[config.mk]
export PLATFORM = sky130hd
export DESIGN_NAME = ddr_bank_rules
export DESIGN_NICKNAME = d
export VERILOG_FILES = /design/src/design/bank_pkg.sv /design/src/design/bank_ctl_if.sv /design/src/design/bank_fsm.sv /design/src/design/burst_track.sv /design/src/design/ddr_bank_rules.sv
export SDC_FILE = /design/constraint.sdc
export NUM_CORES = 1
export LEC_CHECK = 0
export ABC_CLOCK_PERIOD_IN_PS = 3150
export BUFFER_PORTS_ARGS = -buffer_cell sky130_fd_sc_hd__buf_2
export CORE_MARGIN = 3
export CORE_UTILIZATION = 40
export CTS_CLUSTER_DIAMETER = 60
export CTS_CLUSTER_SIZE = 8
export DETAILED_ROUTE_END_ITERATION = 8
export HOLD_SLACK_MARGIN = 0.05
export SYNTH_ARGS = -nofsm -noshare
export SYNTH_HDL_FRONTEND = slang
export SYNTH_SLANG_ARGS = --single-unit
[constraint.sdc]
create_clock -name clk -period 3.15 [get_ports clk]
set_clock_uncertainty 0.2 [all_clocks]
set_input_delay 0.1575 -clock clk [delete_from_list [all_inputs] [get_ports clk]]
set_output_delay 0.1575 -clock clk [all_outputs]
set_load 0.01 [all_outputs]
[src/design/bank_pkg.sv]
// shared types, timing figures and command decode for the bank rule logic
`default_nettype none
package bank_pkg;

  // clock and timing figures in nanoseconds, and the burst length
  localparam int CLK_NS   = 10;
  localparam int T_RP_NS  = 15;
  localparam int T_RCD_NS = 15;
  localparam int T_WR_NS  = 15;
  localparam int T_RFC_NS = 80;
  localparam int T_MRD_NS = 10;
  localparam int BL       = 8;

  // least times round up to whole cycles; half burst and write latency in cycles
  localparam logic [4:0] RP_CYC  = 5'((T_RP_NS + CLK_NS - 1) / CLK_NS);
  localparam logic [4:0] RCD_CYC = 5'((T_RCD_NS + CLK_NS - 1) / CLK_NS);
  localparam logic [4:0] WR_CYC  = 5'((T_WR_NS + CLK_NS - 1) / CLK_NS);
  localparam logic [4:0] RFC_CYC = 5'((T_RFC_NS + CLK_NS - 1) / CLK_NS);
  localparam logic [4:0] MRD_CYC = 5'((T_MRD_NS + CLK_NS - 1) / CLK_NS);
  localparam logic [4:0] HALF_BL = 5'(BL / 2);
  localparam logic [4:0] WR_LAT  = 5'h01;

  // counter loads: a state lasts load plus one cycles
  localparam logic [4:0] RP_LD    = RP_CYC - 5'h01;
  localparam logic [4:0] RCD_LD   = RCD_CYC - 5'h01;
  localparam logic [4:0] RFC_LD   = RFC_CYC - 5'h01;
  localparam logic [4:0] MRD_LD   = MRD_CYC - 5'h01;
  localparam logic [4:0] RD_LD    = HALF_BL - 5'h01;
  localparam logic [4:0] WR_LD    = WR_LAT + HALF_BL - 5'h01;
  localparam logic [4:0] RD_AP_LD = HALF_BL + RP_CYC - 5'h01;
  localparam logic [4:0] WR_AP_LD = WR_LAT + HALF_BL + WR_CYC + RP_CYC
                                    - 5'h01;

  typedef enum logic [3:0] {
    C_DESEL, C_NOP, C_ACT, C_READ, C_WRITE, C_BT, C_PRE, C_REF, C_LMR
  } cmd_type;

  typedef enum logic [2:0] {
    B_IDLE, B_ACTIVATING, B_ACTIVE, B_READ, B_WRITE, B_READ_AP,
    B_WRITE_AP, B_PRECHARGING
  } bank_state_type;

  typedef enum logic [2:0] {
    M_NORMAL, M_REFRESH, M_MODEREG, M_PALL, M_ACT_PD, M_PRE_PD,
    M_SELF_REF, M_DEEP_PD
  } dev_mode_type;

  // select, row, column and write strobes to a command
  function automatic cmd_type decode_cmd(input logic cs_n,
                                         input logic ras_n,
                                         input logic cas_n,
                                         input logic we_n);
    cmd_type c;
    c = C_DESEL;
    if (!cs_n) begin
      unique case ({ras_n, cas_n, we_n})
        3'h7: c = C_NOP;
        3'h3: c = C_ACT;
        3'h5: c = C_READ;
        3'h4: c = C_WRITE;
        3'h2: c = C_PRE;
        3'h6: c = C_BT;
        3'h1: c = C_REF;
        3'h0: c = C_LMR;
      endcase
    end
    return c;
  endfunction

  function automatic logic is_quiet(input cmd_type c);
    return c == C_DESEL || c == C_NOP;
  endfunction

  // a row is open and takes column or precharge commands
  function automatic logic is_open(input bank_state_type s);
    return s == B_ACTIVE || s == B_READ || s == B_WRITE;
  endfunction

endpackage
`default_nettype wire

[src/design/bank_ctl_if.sv]
// carrier between the command logic, bank trackers and burst tracker
`default_nettype none
interface bank_ctl_if;
  logic [3:0]               go_act;
  logic [3:0]               go_rd;
  logic [3:0]               go_wr;
  logic [3:0]               go_pre;
  logic [3:0]               go_stop;
  logic                     ap;
  bank_pkg::bank_state_type st [4];
  logic                     rd_start;
  logic                     bt;
  logic [1:0]               tgt;
  logic                     rd_busy;
  logic [1:0]               rd_bank;

  modport ctl (output go_act, go_rd, go_wr, go_pre, go_stop, ap,
               output rd_start, bt, tgt,
               input st, rd_busy, rd_bank);
  modport unit (input go_act, go_rd, go_wr, go_pre, go_stop, ap,
                output st);
  modport trk (input rd_start, bt, tgt, output rd_busy, rd_bank);
endinterface
`default_nettype wire

[src/design/bank_fsm.sv]
// one bank's state with its own timing counter
`default_nettype none
module bank_fsm #(
  parameter int unsigned IDX = 0
) (
  input  wire logic clk,
  input  wire logic resetn,
  bank_ctl_if.unit  bus
);
  typedef struct packed {
    bank_pkg::bank_state_type st;
    logic [4:0]               cnt;
  } bank_reg_type;

  bank_reg_type s_r;
  bank_reg_type s_nxt;
  logic         open;

  assign open = bank_pkg::is_open(s_r.st);

  // timed states count down, then fall to their follow-on state
  always_comb begin
    s_nxt = s_r;
    if (s_r.cnt != '0) s_nxt.cnt = s_r.cnt - 5'h01;
    unique case (s_r.st)
      bank_pkg::B_IDLE:
        if (bus.go_act[IDX]) s_nxt = '{bank_pkg::B_ACTIVATING,
                                       bank_pkg::RCD_LD};
      bank_pkg::B_ACTIVATING:
        if (s_r.cnt == '0) s_nxt.st = bank_pkg::B_ACTIVE;
      bank_pkg::B_ACTIVE: ;
      bank_pkg::B_READ, bank_pkg::B_WRITE:
        if (bus.go_stop[IDX] || s_r.cnt == '0) begin
          s_nxt.st = bank_pkg::B_ACTIVE;
        end
      bank_pkg::B_READ_AP, bank_pkg::B_WRITE_AP,
      bank_pkg::B_PRECHARGING:
        if (s_r.cnt == '0) s_nxt.st = bank_pkg::B_IDLE;
    endcase
    // auto precharge counts the access part first, then the row close
    if (open) begin
      if (bus.go_rd[IDX]) begin
        s_nxt = bus.ap ? '{bank_pkg::B_READ_AP, bank_pkg::RD_AP_LD}
                       : '{bank_pkg::B_READ, bank_pkg::RD_LD};
      end else if (bus.go_wr[IDX]) begin
        s_nxt = bus.ap ? '{bank_pkg::B_WRITE_AP, bank_pkg::WR_AP_LD}
                       : '{bank_pkg::B_WRITE, bank_pkg::WR_LD};
      end else if (bus.go_pre[IDX]) begin
        s_nxt = '{bank_pkg::B_PRECHARGING, bank_pkg::RP_LD};
      end
    end
  end

  always_ff @(posedge clk or negedge resetn) begin
    if (!resetn) s_r <= '0;
    else s_r <= s_nxt;
  end

  assign bus.st[IDX] = s_r.st;
endmodule
`default_nettype wire

[src/design/burst_track.sv]
// remembers the most recent read burst and its remaining length
`default_nettype none
module burst_track (
  input  wire logic clk,
  input  wire logic resetn,
  bank_ctl_if.trk   bus
);
  typedef struct packed {
    logic [4:0] rd_left;
    logic [1:0] rd_bank;
  } trk_reg_type;

  trk_reg_type s_r;
  trk_reg_type s_nxt;

  // a new read replaces the old one; terminate ends whichever is latest
  always_comb begin
    s_nxt = s_r;
    if (s_r.rd_left != '0) s_nxt.rd_left = s_r.rd_left - 5'h01;
    if (bus.rd_start) begin
      s_nxt.rd_left = bank_pkg::HALF_BL;
      s_nxt.rd_bank = bus.tgt;
    end else if (bus.bt) begin
      s_nxt.rd_left = '0;
    end
  end

  always_ff @(posedge clk or negedge resetn) begin
    if (!resetn) s_r <= '0;
    else s_r <= s_nxt;
  end

  assign bus.rd_busy = s_r.rd_left != '0;
  assign bus.rd_bank = s_r.rd_bank;
endmodule
`default_nettype wire

[src/design/ddr_bank_rules.sv]
// command legality, bank state and clock-enable modes of the sdram
//
// Summary of operation
// - auto-precharge bank holds that state until row close time, then idles
// - auto refresh holds refreshing for refresh cycle time, then all idle
// - mode register load holds access state for its delay, then all idle
// - precharge all holds its state for row close time, then all idle
// - burst terminate ends the latest read burst, on any bank
// - commands decode from select, row, column and write strobes
// - an idle bank never blocks commands to other banks
// - other banks take commands during auto precharge, no data clash
// - auto precharge starts after write recovery, or earliest read close
// - clock enable low twice keeps any power-down or self refresh
// - clock enable rising with deselect or nop leaves low power
// - clock enable falling with nop enters active or precharge power-down
// - clock enable falling with refresh and all idle enters self refresh
// - clock enable falling with terminate and all idle: deep power-down
// - deep power-down loses the stored data
`default_nettype none
module ddr_bank_rules (
  input  wire logic                   clk,
  input  wire logic                   resetn,
  input  wire logic                   cke,
  input  wire logic                   cs_n,
  input  wire logic                   ras_n,
  input  wire logic                   cas_n,
  input  wire logic                   we_n,
  input  wire logic [1:0]             ba,
  input  wire logic                   ap_all,
  output var  bank_pkg::dev_mode_type   dev_mode,
  output var  bank_pkg::bank_state_type bank_state [4],
  output var  logic                   all_idle,
  output var  logic                   cmd_illegal,
  output var  logic                   data_lost
);

  typedef struct packed {
    bank_pkg::dev_mode_type mode;
    logic [4:0]             cnt;
    logic                   cke_prev;
    logic                   illegal;
    logic                   lost;
    logic                   idle;
  } top_reg_type;

  top_reg_type              s_r;
  top_reg_type              s_nxt;
  bank_pkg::cmd_type        cmd;
  bank_pkg::bank_state_type tgt_st;
  logic                     quiet;
  logic                     run;
  logic                     timed;
  logic                     low_pwr;
  logic                     idle_now;
  logic                     pall_bad;
  logic [3:0]               open_vec;
  logic                     take_ar;
  logic                     take_lmr;
  logic                     take_pall;

  bank_ctl_if bus ();

  // low power modes share one exit and hold rule
  function automatic logic is_low_pwr(input bank_pkg::dev_mode_type m);
    return m == bank_pkg::M_ACT_PD || m == bank_pkg::M_PRE_PD ||
           m == bank_pkg::M_SELF_REF || m == bank_pkg::M_DEEP_PD;
  endfunction

  // command pins are on this clock already, so no synchroniser
  assign cmd     = bank_pkg::decode_cmd(cs_n, ras_n, cas_n, we_n);
  assign quiet   = bank_pkg::is_quiet(cmd);
  assign tgt_st  = bus.st[ba];
  assign low_pwr = is_low_pwr(s_r.mode);
  assign timed   = s_r.mode == bank_pkg::M_REFRESH ||
                   s_r.mode == bank_pkg::M_MODEREG ||
                   s_r.mode == bank_pkg::M_PALL;

  // commands execute only with clock enable high on both edges
  assign run = s_r.mode == bank_pkg::M_NORMAL && s_r.cke_prev && cke;

  assign take_ar   = run && cmd == bank_pkg::C_REF && idle_now;
  assign take_lmr  = run && cmd == bank_pkg::C_LMR && idle_now;
  assign take_pall = run && cmd == bank_pkg::C_PRE && ap_all && !pall_bad;

  assign bus.ap  = ap_all;
  assign bus.tgt = ba;

  // bank summary: all idle, open rows, banks that forbid precharge
  always_comb begin
    idle_now = 1'b1;
    pall_bad = 1'b0;
    open_vec = '0;
    for (int i = 0; i < 4; i++) begin
      if (bus.st[i] != bank_pkg::B_IDLE) idle_now = 1'b0;
      open_vec[i] = bank_pkg::is_open(bus.st[i]);
      if (bus.st[i] == bank_pkg::B_ACTIVATING ||
          bus.st[i] == bank_pkg::B_READ_AP ||
          bus.st[i] == bank_pkg::B_WRITE_AP) begin
        pall_bad = 1'b1;
      end
    end
  end

  // device mode, command dispatch and legality in one place
  always_comb begin
    s_nxt          = s_r;
    s_nxt.cke_prev = cke;
    s_nxt.illegal  = 1'b0;
    s_nxt.idle     = idle_now;
    bus.go_act     = '0;
    bus.go_rd      = '0;
    bus.go_wr      = '0;
    bus.go_pre     = '0;
    bus.go_stop    = '0;
    bus.rd_start   = 1'b0;
    bus.bt         = 1'b0;
    if (s_r.cnt != '0) s_nxt.cnt = s_r.cnt - 5'h01;

    unique case (s_r.mode)
      bank_pkg::M_REFRESH, bank_pkg::M_MODEREG, bank_pkg::M_PALL: begin
        // executable commands here are flagged and dropped
        if (!quiet) s_nxt.illegal = 1'b1;
        if (s_r.cnt == '0) begin
          s_nxt.mode = bank_pkg::M_NORMAL;
        end
      end

      bank_pkg::M_ACT_PD, bank_pkg::M_PRE_PD,
      bank_pkg::M_SELF_REF, bank_pkg::M_DEEP_PD: begin
        // clock enable still low: hold, command ignored
        if (cke) begin
          if (quiet) s_nxt.mode = bank_pkg::M_NORMAL;
          else s_nxt.illegal = 1'b1;
        end
      end

      bank_pkg::M_NORMAL: begin
        if (s_r.cke_prev && !cke) begin
          // falling clock enable: the command picks the low power mode
          if (quiet) begin
            s_nxt.mode = idle_now ? bank_pkg::M_PRE_PD
                                  : bank_pkg::M_ACT_PD;
          end else if (cmd == bank_pkg::C_REF && idle_now) begin
            s_nxt.mode = bank_pkg::M_SELF_REF;
          end else if (cmd == bank_pkg::C_BT && idle_now) begin
            s_nxt.mode = bank_pkg::M_DEEP_PD;
            s_nxt.lost = 1'b1;
          end else begin
            s_nxt.illegal = 1'b1;
          end
        end else if (run) begin
          unique case (cmd)
            bank_pkg::C_DESEL, bank_pkg::C_NOP: ;
            bank_pkg::C_ACT: begin
              // per-bank check only; other banks never block it
              if (tgt_st == bank_pkg::B_IDLE) bus.go_act[ba] = 1'b1;
              else s_nxt.illegal = 1'b1;
            end
            bank_pkg::C_READ: begin
              if (open_vec[ba]) begin
                bus.go_rd[ba] = 1'b1;
                bus.rd_start  = 1'b1;
              end else begin
                s_nxt.illegal = 1'b1;
              end
            end
            bank_pkg::C_WRITE: begin
              // a live read burst would clash on the data bus
              if (open_vec[ba] && !bus.rd_busy) begin
                bus.go_wr[ba] = 1'b1;
              end else begin
                s_nxt.illegal = 1'b1;
              end
            end
            bank_pkg::C_PRE: begin
              if (ap_all) begin
                if (take_pall) begin
                  bus.go_pre = open_vec;
                  s_nxt.mode = bank_pkg::M_PALL;
                  s_nxt.cnt  = bank_pkg::RP_LD;
                end else begin
                  s_nxt.illegal = 1'b1;
                end
              end else if (open_vec[ba]) begin
                bus.go_pre[ba] = 1'b1;
              end else if (tgt_st != bank_pkg::B_IDLE &&
                           tgt_st != bank_pkg::B_PRECHARGING) begin
                s_nxt.illegal = 1'b1;
              end
            end
            bank_pkg::C_BT: begin
              // not decoded per bank: the tracker names the bank
              if (bus.rd_busy) begin
                bus.bt                   = 1'b1;
                bus.go_stop[bus.rd_bank] = 1'b1;
              end else begin
                s_nxt.illegal = 1'b1;
              end
            end
            bank_pkg::C_REF: begin
              if (take_ar) begin
                s_nxt.mode = bank_pkg::M_REFRESH;
                s_nxt.cnt  = bank_pkg::RFC_LD;
              end else begin
                s_nxt.illegal = 1'b1;
              end
            end
            bank_pkg::C_LMR: begin
              if (take_lmr) begin
                s_nxt.mode = bank_pkg::M_MODEREG;
                s_nxt.cnt  = bank_pkg::MRD_LD;
              end else begin
                s_nxt.illegal = 1'b1;
              end
            end
          endcase
        end
      end
    endcase
  end

  always_ff @(posedge clk or negedge resetn) begin
    if (!resetn) s_r <= '0;
    else s_r <= s_nxt;
  end

  // four identical bank trackers
  for (genvar g = 0; g < 4; g++) begin : g_bank
    bank_fsm #(
      .IDX (g)
    ) u_bank (
      .clk    (clk),
      .resetn (resetn),
      .bus    (bus)
    );
    assign bank_state[g] = bus.st[g];
  end

  burst_track u_trk (
    .clk    (clk),
    .resetn (resetn),
    .bus    (bus)
  );

  // outputs taken from the state register
  assign dev_mode    = s_r.mode;
  assign all_idle    = s_r.idle;
  assign cmd_illegal = s_r.illegal;
  assign data_lost   = s_r.lost;
endmodule
`default_nettype wire

==> results of run 1 <==
worst min-delay path, cell delays in order:
cell	delay [ps]
buf_2	220
nand2_1	100
a21oi_1	60
cell families after synthesis:
kind of cell               after synthesis  share of synthesized area, %
and+or+nand+nor                        226                         29.13
AOI/OAI and AO/OA                      141                         23.53
buffers and inverters                   59                         7.647
DFF                                     51                         30.23
xor gates and xnor gates                17                         3.527
adders and majority gates                9                         2.668
muxes                                    7                         3.260
power by group through the flow:
stage	Clock [mW]	Sequential (mW)	Combinational, mW
after floorplan	0	1.09	1.41
after global placement	0	1.19	1.71
after detailed placement	0	1.20	1.73
after CTS	0.411	1.19	1.75
after global routing	0.433	1.24	1.96
final	0.397	1.20	1.75
final cells by class:
cell class / instances / area (µm²)
sequential: 51 / 1276
clock inverter: 3 / 25.02
inverter: 20 / 75.07
fill: 997 / 5464
multi-input combinational: 400 / 2629
clock buffer: 5 / 68.82
timing repair buffer: 47 / 295.3
tap: 133 / 166.4
flip-flops by register name (all words and copies together) (netlist names):
| register | count |
|---|---|
| g_bank.u_bank.s_r | 20 |
| g_bank.u_bank.bus.st | 12 |
| s_r | 6 |
| u_trk.s_r | 5 |
| dev_mode | 3 |
| u_trk.bus.rd_bank | 2 |
| all_idle | 1 |
| cmd_illegal | 1 |
| data_lost | 1 |
through the flow:
stage	hold WS, ps	area (µm²)	worst slack [ps]
after floorplan	-338.1	4222	494.1
after global placement	1.951	4402	357.5
after detailed placement	1.894	4402	245.8
after CTS	70.72	4536	326.3
after global routing	103.8	4536	149.7
final	74.22	4536	247.0
final timing paths:
check                                      startpoint                         end  slack (ps)
max                        g_bank[3].u_bank.bus.st[2]     g_bank[0].u_bank.s_r[3]         250
min                                            ap_all     g_bank[3].u_bank.s_r[3]          70
max reg2reg                g_bank[3].u_bank.bus.st[2]     g_bank[0].u_bank.s_r[3]         250
min reg2reg                                 data_lost                   data_lost         300
max in group asynchronous                      resetn  g_bank[1].u_bank.bus.st[8]        1810
min in group asynchronous                      resetn                   data_lost         170
layer usage:
layer,vias up,routed length (µm)
met2,142,5388
li1,1925,-
met3,17,784
met4,0,196
met1,1970,5604
met5,-,0
cell usage in the layout, fill, tap and decap left out, types with 9 or more instances in the layout:
cell,n
a21oi_1,28
buf_2,27
buf_4,16
dfrtp_1,51
ha_1,9
inv_1,20
nand2_1,51
nand3_1,15
nor2_1,48
nor2b_1,11
nor3_1,24
o21ai_0,25
xnor2_1,11
what timing repair did:
action,in CTS,in global routing
resized for setup,0,0
hold endpoints to repair,28,0
hold buffers,4,0
==> reports/metrics.yaml, run 1 <==
gp_congestion: 0.9359
grt_use_met3_pct: 2.901
area_delta_synth_final_pct: 7.439
cp_top_family: "simple AND/OR/NAND/NOR gates"
wl_mm: 11.98
min_period_over_period_pct: 92.16
comb_power_share_pct: 52.3
synth.cells.most_frequent: "51 x dfrtp_1, 51 x nand2_1, 48 x nor2_1"
cp.arrival_ps: 2920
post_synth_num_cell_types: 82
cp.depth: 6
drive_gt1_share_pct: 16.16
grt_max_degree: 28
port_buffers: 27
start_kind: "flip-flop"
grt_pass1_vias: 3811
clock.fmax_mhz: 344.5
swShare_pct: 44.61
antenna_found_initial: 0
cap_violations: 0
total_power_mw: 3.342
hp-class: "input port to flip-flop"
finalSetupViolCount: 0
numCtsBuffers: 5
power_frac_seq_pct: 35.8
ir_drop_mv: 0.2917
grt.overflow.total: 0
crit_required_ps: 3160
rsz0062_at_grt: "false"
p_leak_nw: 1.891
synth.area.top_cells: "dfrtp_1 30%, nand2_1 4.5%, nor2_1 4.3%"
p_int_mw: 1.851
min_path_cells: 3
synth_area_um2: 4222
cts.reportedPaths.clkPinSlew_ps: 100
worst-path-max-fanout: 12
vias_per_cell: 6.152
grt_pass1_wl_mm: 19.70
yosysWarnings: 0
maxSlewViolCount: 0
top_usage_layer: "met2"
drt-pass1-iter-count: 5
crit_path_end_kind: "flip-flop"
ys_ff_latch: 51
synth.avg_cell_area_um2: 8.278
cts.path.max_buffers: 2
wl_per_cell_um: 18.17
async_flop_share_pct: 100.0
synthDominantCellAreaShare_pct: 30.23
cp_cell_sequence: "nor3b_1, nor2_1, mux4_2, nor2_2, a211oi_1, a31o_2"
io_pins: 28
clkSinkCount: 51
start_util_pct: 42.22
num_vias: 4054
die_x_um: 108.7
die_h_um: 108.7
timing.critical_path.buf_inv: 0
fp-row-count: 36
r2r_cells: 6
status: "finished clean"
p_sw_mw: 1.491
hold_viol_final: 0
drtIter0Drc: 358
synth_edf_count: 0
worstMarginPinSlew_ps: 652.0
cts_root_buffer: "clkbuf_8"
syn_inst: 510
critPathKind: "flip-flop to flip-flop"
finalSetupTns_ps: 0
hpwl_mm: 9.093
globalRouteMet1Util_pct: 31.15
cts_tree: "done"
grt.total_usage_pct: 21.18
ant_nets: 0
synth_fp_nets: 529
coreArea_um2: 10000
clock_power_share_pct: 11.9
synth_top_flop_cell: "dfrtp_1"
yosysTopAreaCell: "dfrtp_1"
finalCriticalPeriod_ps: 2903
clock_latency_ps: 310
placed_cells: 647
slowest_delay_ps: 610
post-cts-setup-buffer-count: 0
nNetsFinal: 544
power_density_nw_per_um2: 736.8
yosysSeqAreaShare_pct: 30.23
crit_slowest_cell: "dfrtp_1"
fin_cells: 659
die-area_um2: 11820
htree_num_levels: 2
fin_util_pct: 45.36
maxSlewHeadroom_pct: 55.96
route.detailed.drc: 0
use_met2_pct: 32.97
diodes: 0
Power figures use the tool's default switching activity.
==> run 2, diff against run 1 <==
--- a/config.mk
+++ b/config.mk
@@ -12,6 +12,7 @@
 export CTS_CLUSTER_DIAMETER = 60
 export CTS_CLUSTER_SIZE = 8
 export DETAILED_ROUTE_END_ITERATION = 8
+export GPL_TIMING_DRIVEN = 0
 export HOLD_SLACK_MARGIN = 0.05
 export SYNTH_ARGS = -nofsm -noshare
 export SYNTH_HDL_FRONTEND = slang
==> run 2 against run 1 <==
- global-route usage up 0.86 points
- worst setup slack worse by 47 ps
- register-to-register slack worse by 50 ps
- wire length rose by 4.7%
- critical path depth is 2 higher
- largest power group unchanged
- utilization grew 1.7 points
- non-clock buffer count rose by 20
- via count grew 2.3%
- hold slack better by 17 ps
- power increased by 7.3%
- maximum frequency decreased by 1.6%
- design area is 3.8% higher
==> reports/metrics.yaml, run 2 (synthesis gave the netlist of run 1 again) <==
worst-path-max-fanout: 8  # -4
maxSlewViolCount: 0  # unchanged
finalCriticalPeriod_ps: 2950  # +47.10 ps
numCtsBuffers: 5  # unchanged
finalSetupViolCount: 0  # unchanged
grt_pass1_wl_mm: 20.24  # +2.8%
clkSinkCount: 51  # unchanged
cp.arrival_ps: 2940  # +20 ps
coreArea_um2: 10000  # unchanged
num_vias: 4149  # +2.3%
top_register: "g_bank.u_bank.s_r"
clock_latency_ps: 330  # +20 ps
io_pins: 28  # unchanged
area_delta_synth_final_pct: 11.50
fin_area_um2: 4707  # +3.8%
grt.overflow.total: 0  # unchanged
hold_viol_final: 0  # unchanged
drt-pass1-iter-count: 5  # unchanged
cp-startpoint: "g_bank[2].u_bank.s_r[0]"
wl_per_cell_um: 18.46  # +1.6%
worstMarginPinSlew_ps: 1362  # +710.0 ps
total_power_mw: 3.584  # +7.3%
htree_num_levels: 2  # unchanged
dp_slack_ps: -61.76  # -307.6 ps
hp-class: "input port to flip-flop"
regToRegStartpoint: "g_bank[2].u_bank.s_r[0]"
drtIter0Drc: 417  # +16%
port_buffers: 26  # -3.7%
vias_per_cell: 6.110  # -0.67%
antenna_found_initial: 0  # unchanged
placed_cell_area_um2: 4518  # +2.6%
setup_slack_ps: 199.9  # -47.10 ps
die_x_um: 108.7  # unchanged
die_h_um: 108.7  # unchanged
power_density_nw_per_um2: 761.5  # +3.3%
clock.fmax_mhz: 339.0  # -1.6%
ir_drop_mv: 0.3498  # +20%
crit_required_ps: 3140  # -20 ps
crit_path_end_kind: "flip-flop"
critPathKind: "flip-flop to flip-flop"
die-area_um2: 11820  # unchanged
fp-row-count: 36  # unchanged
grt_pass1_vias: 3886  # +2.0%
post-cts-setup-buffer-count: 0  # unchanged
cts.reportedPaths.clkPinSlew_ps: 110  # about the same
p_leak_nw: 1.993  # +5.4%
grt.total_usage_pct: 22.04  # +0.86 points
r2r_cells: 8  # +2
hpwl_mm: 9.227  # +1.5%
start_util_pct: 42.22  # unchanged
seqCellArea_um2: 1276  # unchanged
nFillCells: 1002  # +0.50%
nNetsFinal: 564  # +3.7%
gp_congestion: 0.9641  # +3.0%
rsz0062_at_grt: "false"
cts_root_buffer: "clkbuf_8"
start_kind: "flip-flop"
rrSetupSlack_ps: 200  # -50 ps
status: "finished clean"
mostFrequentLayoutCells: "51 x nand2_1, 51 x dfrtp_1, 48 x nor2_1, 35 x buf_2, 28 x a21oi_1"
cap_violations: 0  # unchanged
diodes: 0  # unchanged
cts.path.max_buffers: 2  # unchanged
wl_mm: 12.53  # +4.7%
ant_nets: 0  # unchanged
min_period_over_period_pct: 93.65  # +1.5 points
crit_end: "g_bank[2].u_bank.bus.st[4]"
route.detailed.drc: 0  # unchanged
cts_tree: "done"
reg2reg_to: "g_bank[2].u_bank.bus.st[4]"
multi_input_area_um2: 2654  # +0.95%
largest_reg_flops: 20  # unchanged
whs_ps: 91.22  # +16.99 ps
fin_util_pct: 47.07  # +1.7 points
grt_max_degree: 52  # +86%
drive_gt1_share_pct: 18.68  # +2.5 points
maxSlewHeadroom_pct: 7.920  # -48 points
run 2: area by class of cell:
| cell class | instances | area share, % |
|---|---|---|
| clock inverter | 3 | 1.435 |
| tap | 133 | 3.535 |
| inverter | 20 | 1.595 |
| multi-input combinational | 400 | 56.38 |
| timing repair buffer | 28 | 3.190 |
| buffer | 39 | 5.290 |
| clock buffer | 5 | 1.462 |
| sequential | 51 | 27.11 |
run 2: how the worst min path moves through the flow:
stage               startpoint  depth (start not counted)                   end
global placement           cke                          1                s_r[3]
detailed placement         cke                          1                s_r[3]
global route             ba[1]                          4  u_trk.bus.rd_bank[1]
floorplan               resetn                          0              all_idle
CTS                      ba[1]                          4  u_trk.bus.rd_bank[1]
finish                   ba[1]                          4  u_trk.bus.rd_bank[1]
run 2: what timing repair did:
item,CTS,global route
endpoints found under the setup margin,0,8
gates resized for setup,0,6
hold buffers,2,0
hold endpoints to repair,53,0
run 2: where the power goes:
part	leakage (nW)	internal [mW]	switching [mW]
registers	0.649	0.896	0.265
clock network	0.0644	0.317	0.247
logic	1.28	0.832	1.03
run 2: stage by stage:
stage          setup TNS (ps)  std cells
2_1_floorplan               0        510
3_3_place_gp           -118.1        669
5_1_grt                     0        679
3_5_place_dp           -84.46        669
6_report                    0        679
4_1_cts                     0        679
run 2: routing by layer:
layer  part of all wire (%)  GRT usage, %  vias to the layer above
met5                      0             0                        -
met4                    1.4         7.394                        0
li1                       -             -                     1964
met3                    8.1         3.138                       13
met2                     45         33.72                      164
met1                     45         31.90                     2008
run 2: worst max-delay path: stages (launching register included):
cell and delay (ps):
dfrtp_1 420, inv_1 70, ha_1 210, nor4b_1 1100
nand2_1 130, a211o_1 330, o31a_1 110, o2bb2ai_1 130
o211ai_1 110
==> run 3, diff against run 2 <==
--- a/config.mk
+++ b/config.mk
@@ -7,8 +7,6 @@
 export LEC_CHECK = 0
 export ABC_CLOCK_PERIOD_IN_PS = 3150
 export BUFFER_PORTS_ARGS = -buffer_cell sky130_fd_sc_hd__buf_2
-export CORE_MARGIN = 3
-export CORE_UTILIZATION = 40
 export CTS_CLUSTER_DIAMETER = 60
 export CTS_CLUSTER_SIZE = 8
 export DETAILED_ROUTE_END_ITERATION = 8
@@ -16,4 +14,5 @@
 export HOLD_SLACK_MARGIN = 0.05
 export SYNTH_ARGS = -nofsm -noshare
 export SYNTH_HDL_FRONTEND = slang
+export SYNTH_HIERARCHICAL = 1
 export SYNTH_SLANG_ARGS = --single-unit
==> run 3 against run 2 <==
- the run now fails in synthesis (1_2_yosys)
==> reports/metrics.yaml, run 3 <==
ys_area_um2: 4658
synth_top_family_by_area: "simple AND/OR/NAND/NOR gates"
synthMuxAreaShare_pct: 4.405  # +1.1 points
yosysWarnings: 0  # unchanged
synth_stat.cells: 556
synth-compound-area-share_pct: 22.94  # -0.59 points
synth_edf_count: 0  # unchanged
async_flop_share_pct: 100.0  # unchanged
yosysSeqAreaShare_pct: 27.40  # -2.8 points
post_synth_num_cell_types: 73  # -11%
synthXorXnorAreaFrac_pct: 2.444  # -1.1 points
haltStage: "synthesis (1_2_yosys)"
ys_ff_latch: 51  # unchanged
synthAdderAreaFrac_pct: 1.880  # -0.79 points
first-error: "ERROR: Found 12 problems in 'check -assert'."
synth.cells.most_frequent: "61 x buf_4, 51 x dfrtp_1, 38 x inv_1"
synthDominantCellAreaShare_pct: 27.40  # -2.8 points
status: "stopped before the end"
synthSimpleGateAreaFrac_pct: 24.60  # -4.5 points
synth_top_flop_cell: "dfrtp_1"
synth.area.top_cells: "dfrtp_1 27%, buf_4 9.8%, a21oi_1 3.9%"
yosysMostFrequentCell: "buf_4"
yosysTopAreaCell: "dfrtp_1"
==> run 3: logic make-up after synthesis <==
logic type / count (synthesis)
AND/OR/NAND/NOR: 193
AO/OA/AOI/OAI: 158
buffers and inverters: 116
flip-flops: 51
multiplexers: 14
XOR/XNOR: 13
adder cells (fa/ha/maj): 7
other: 4
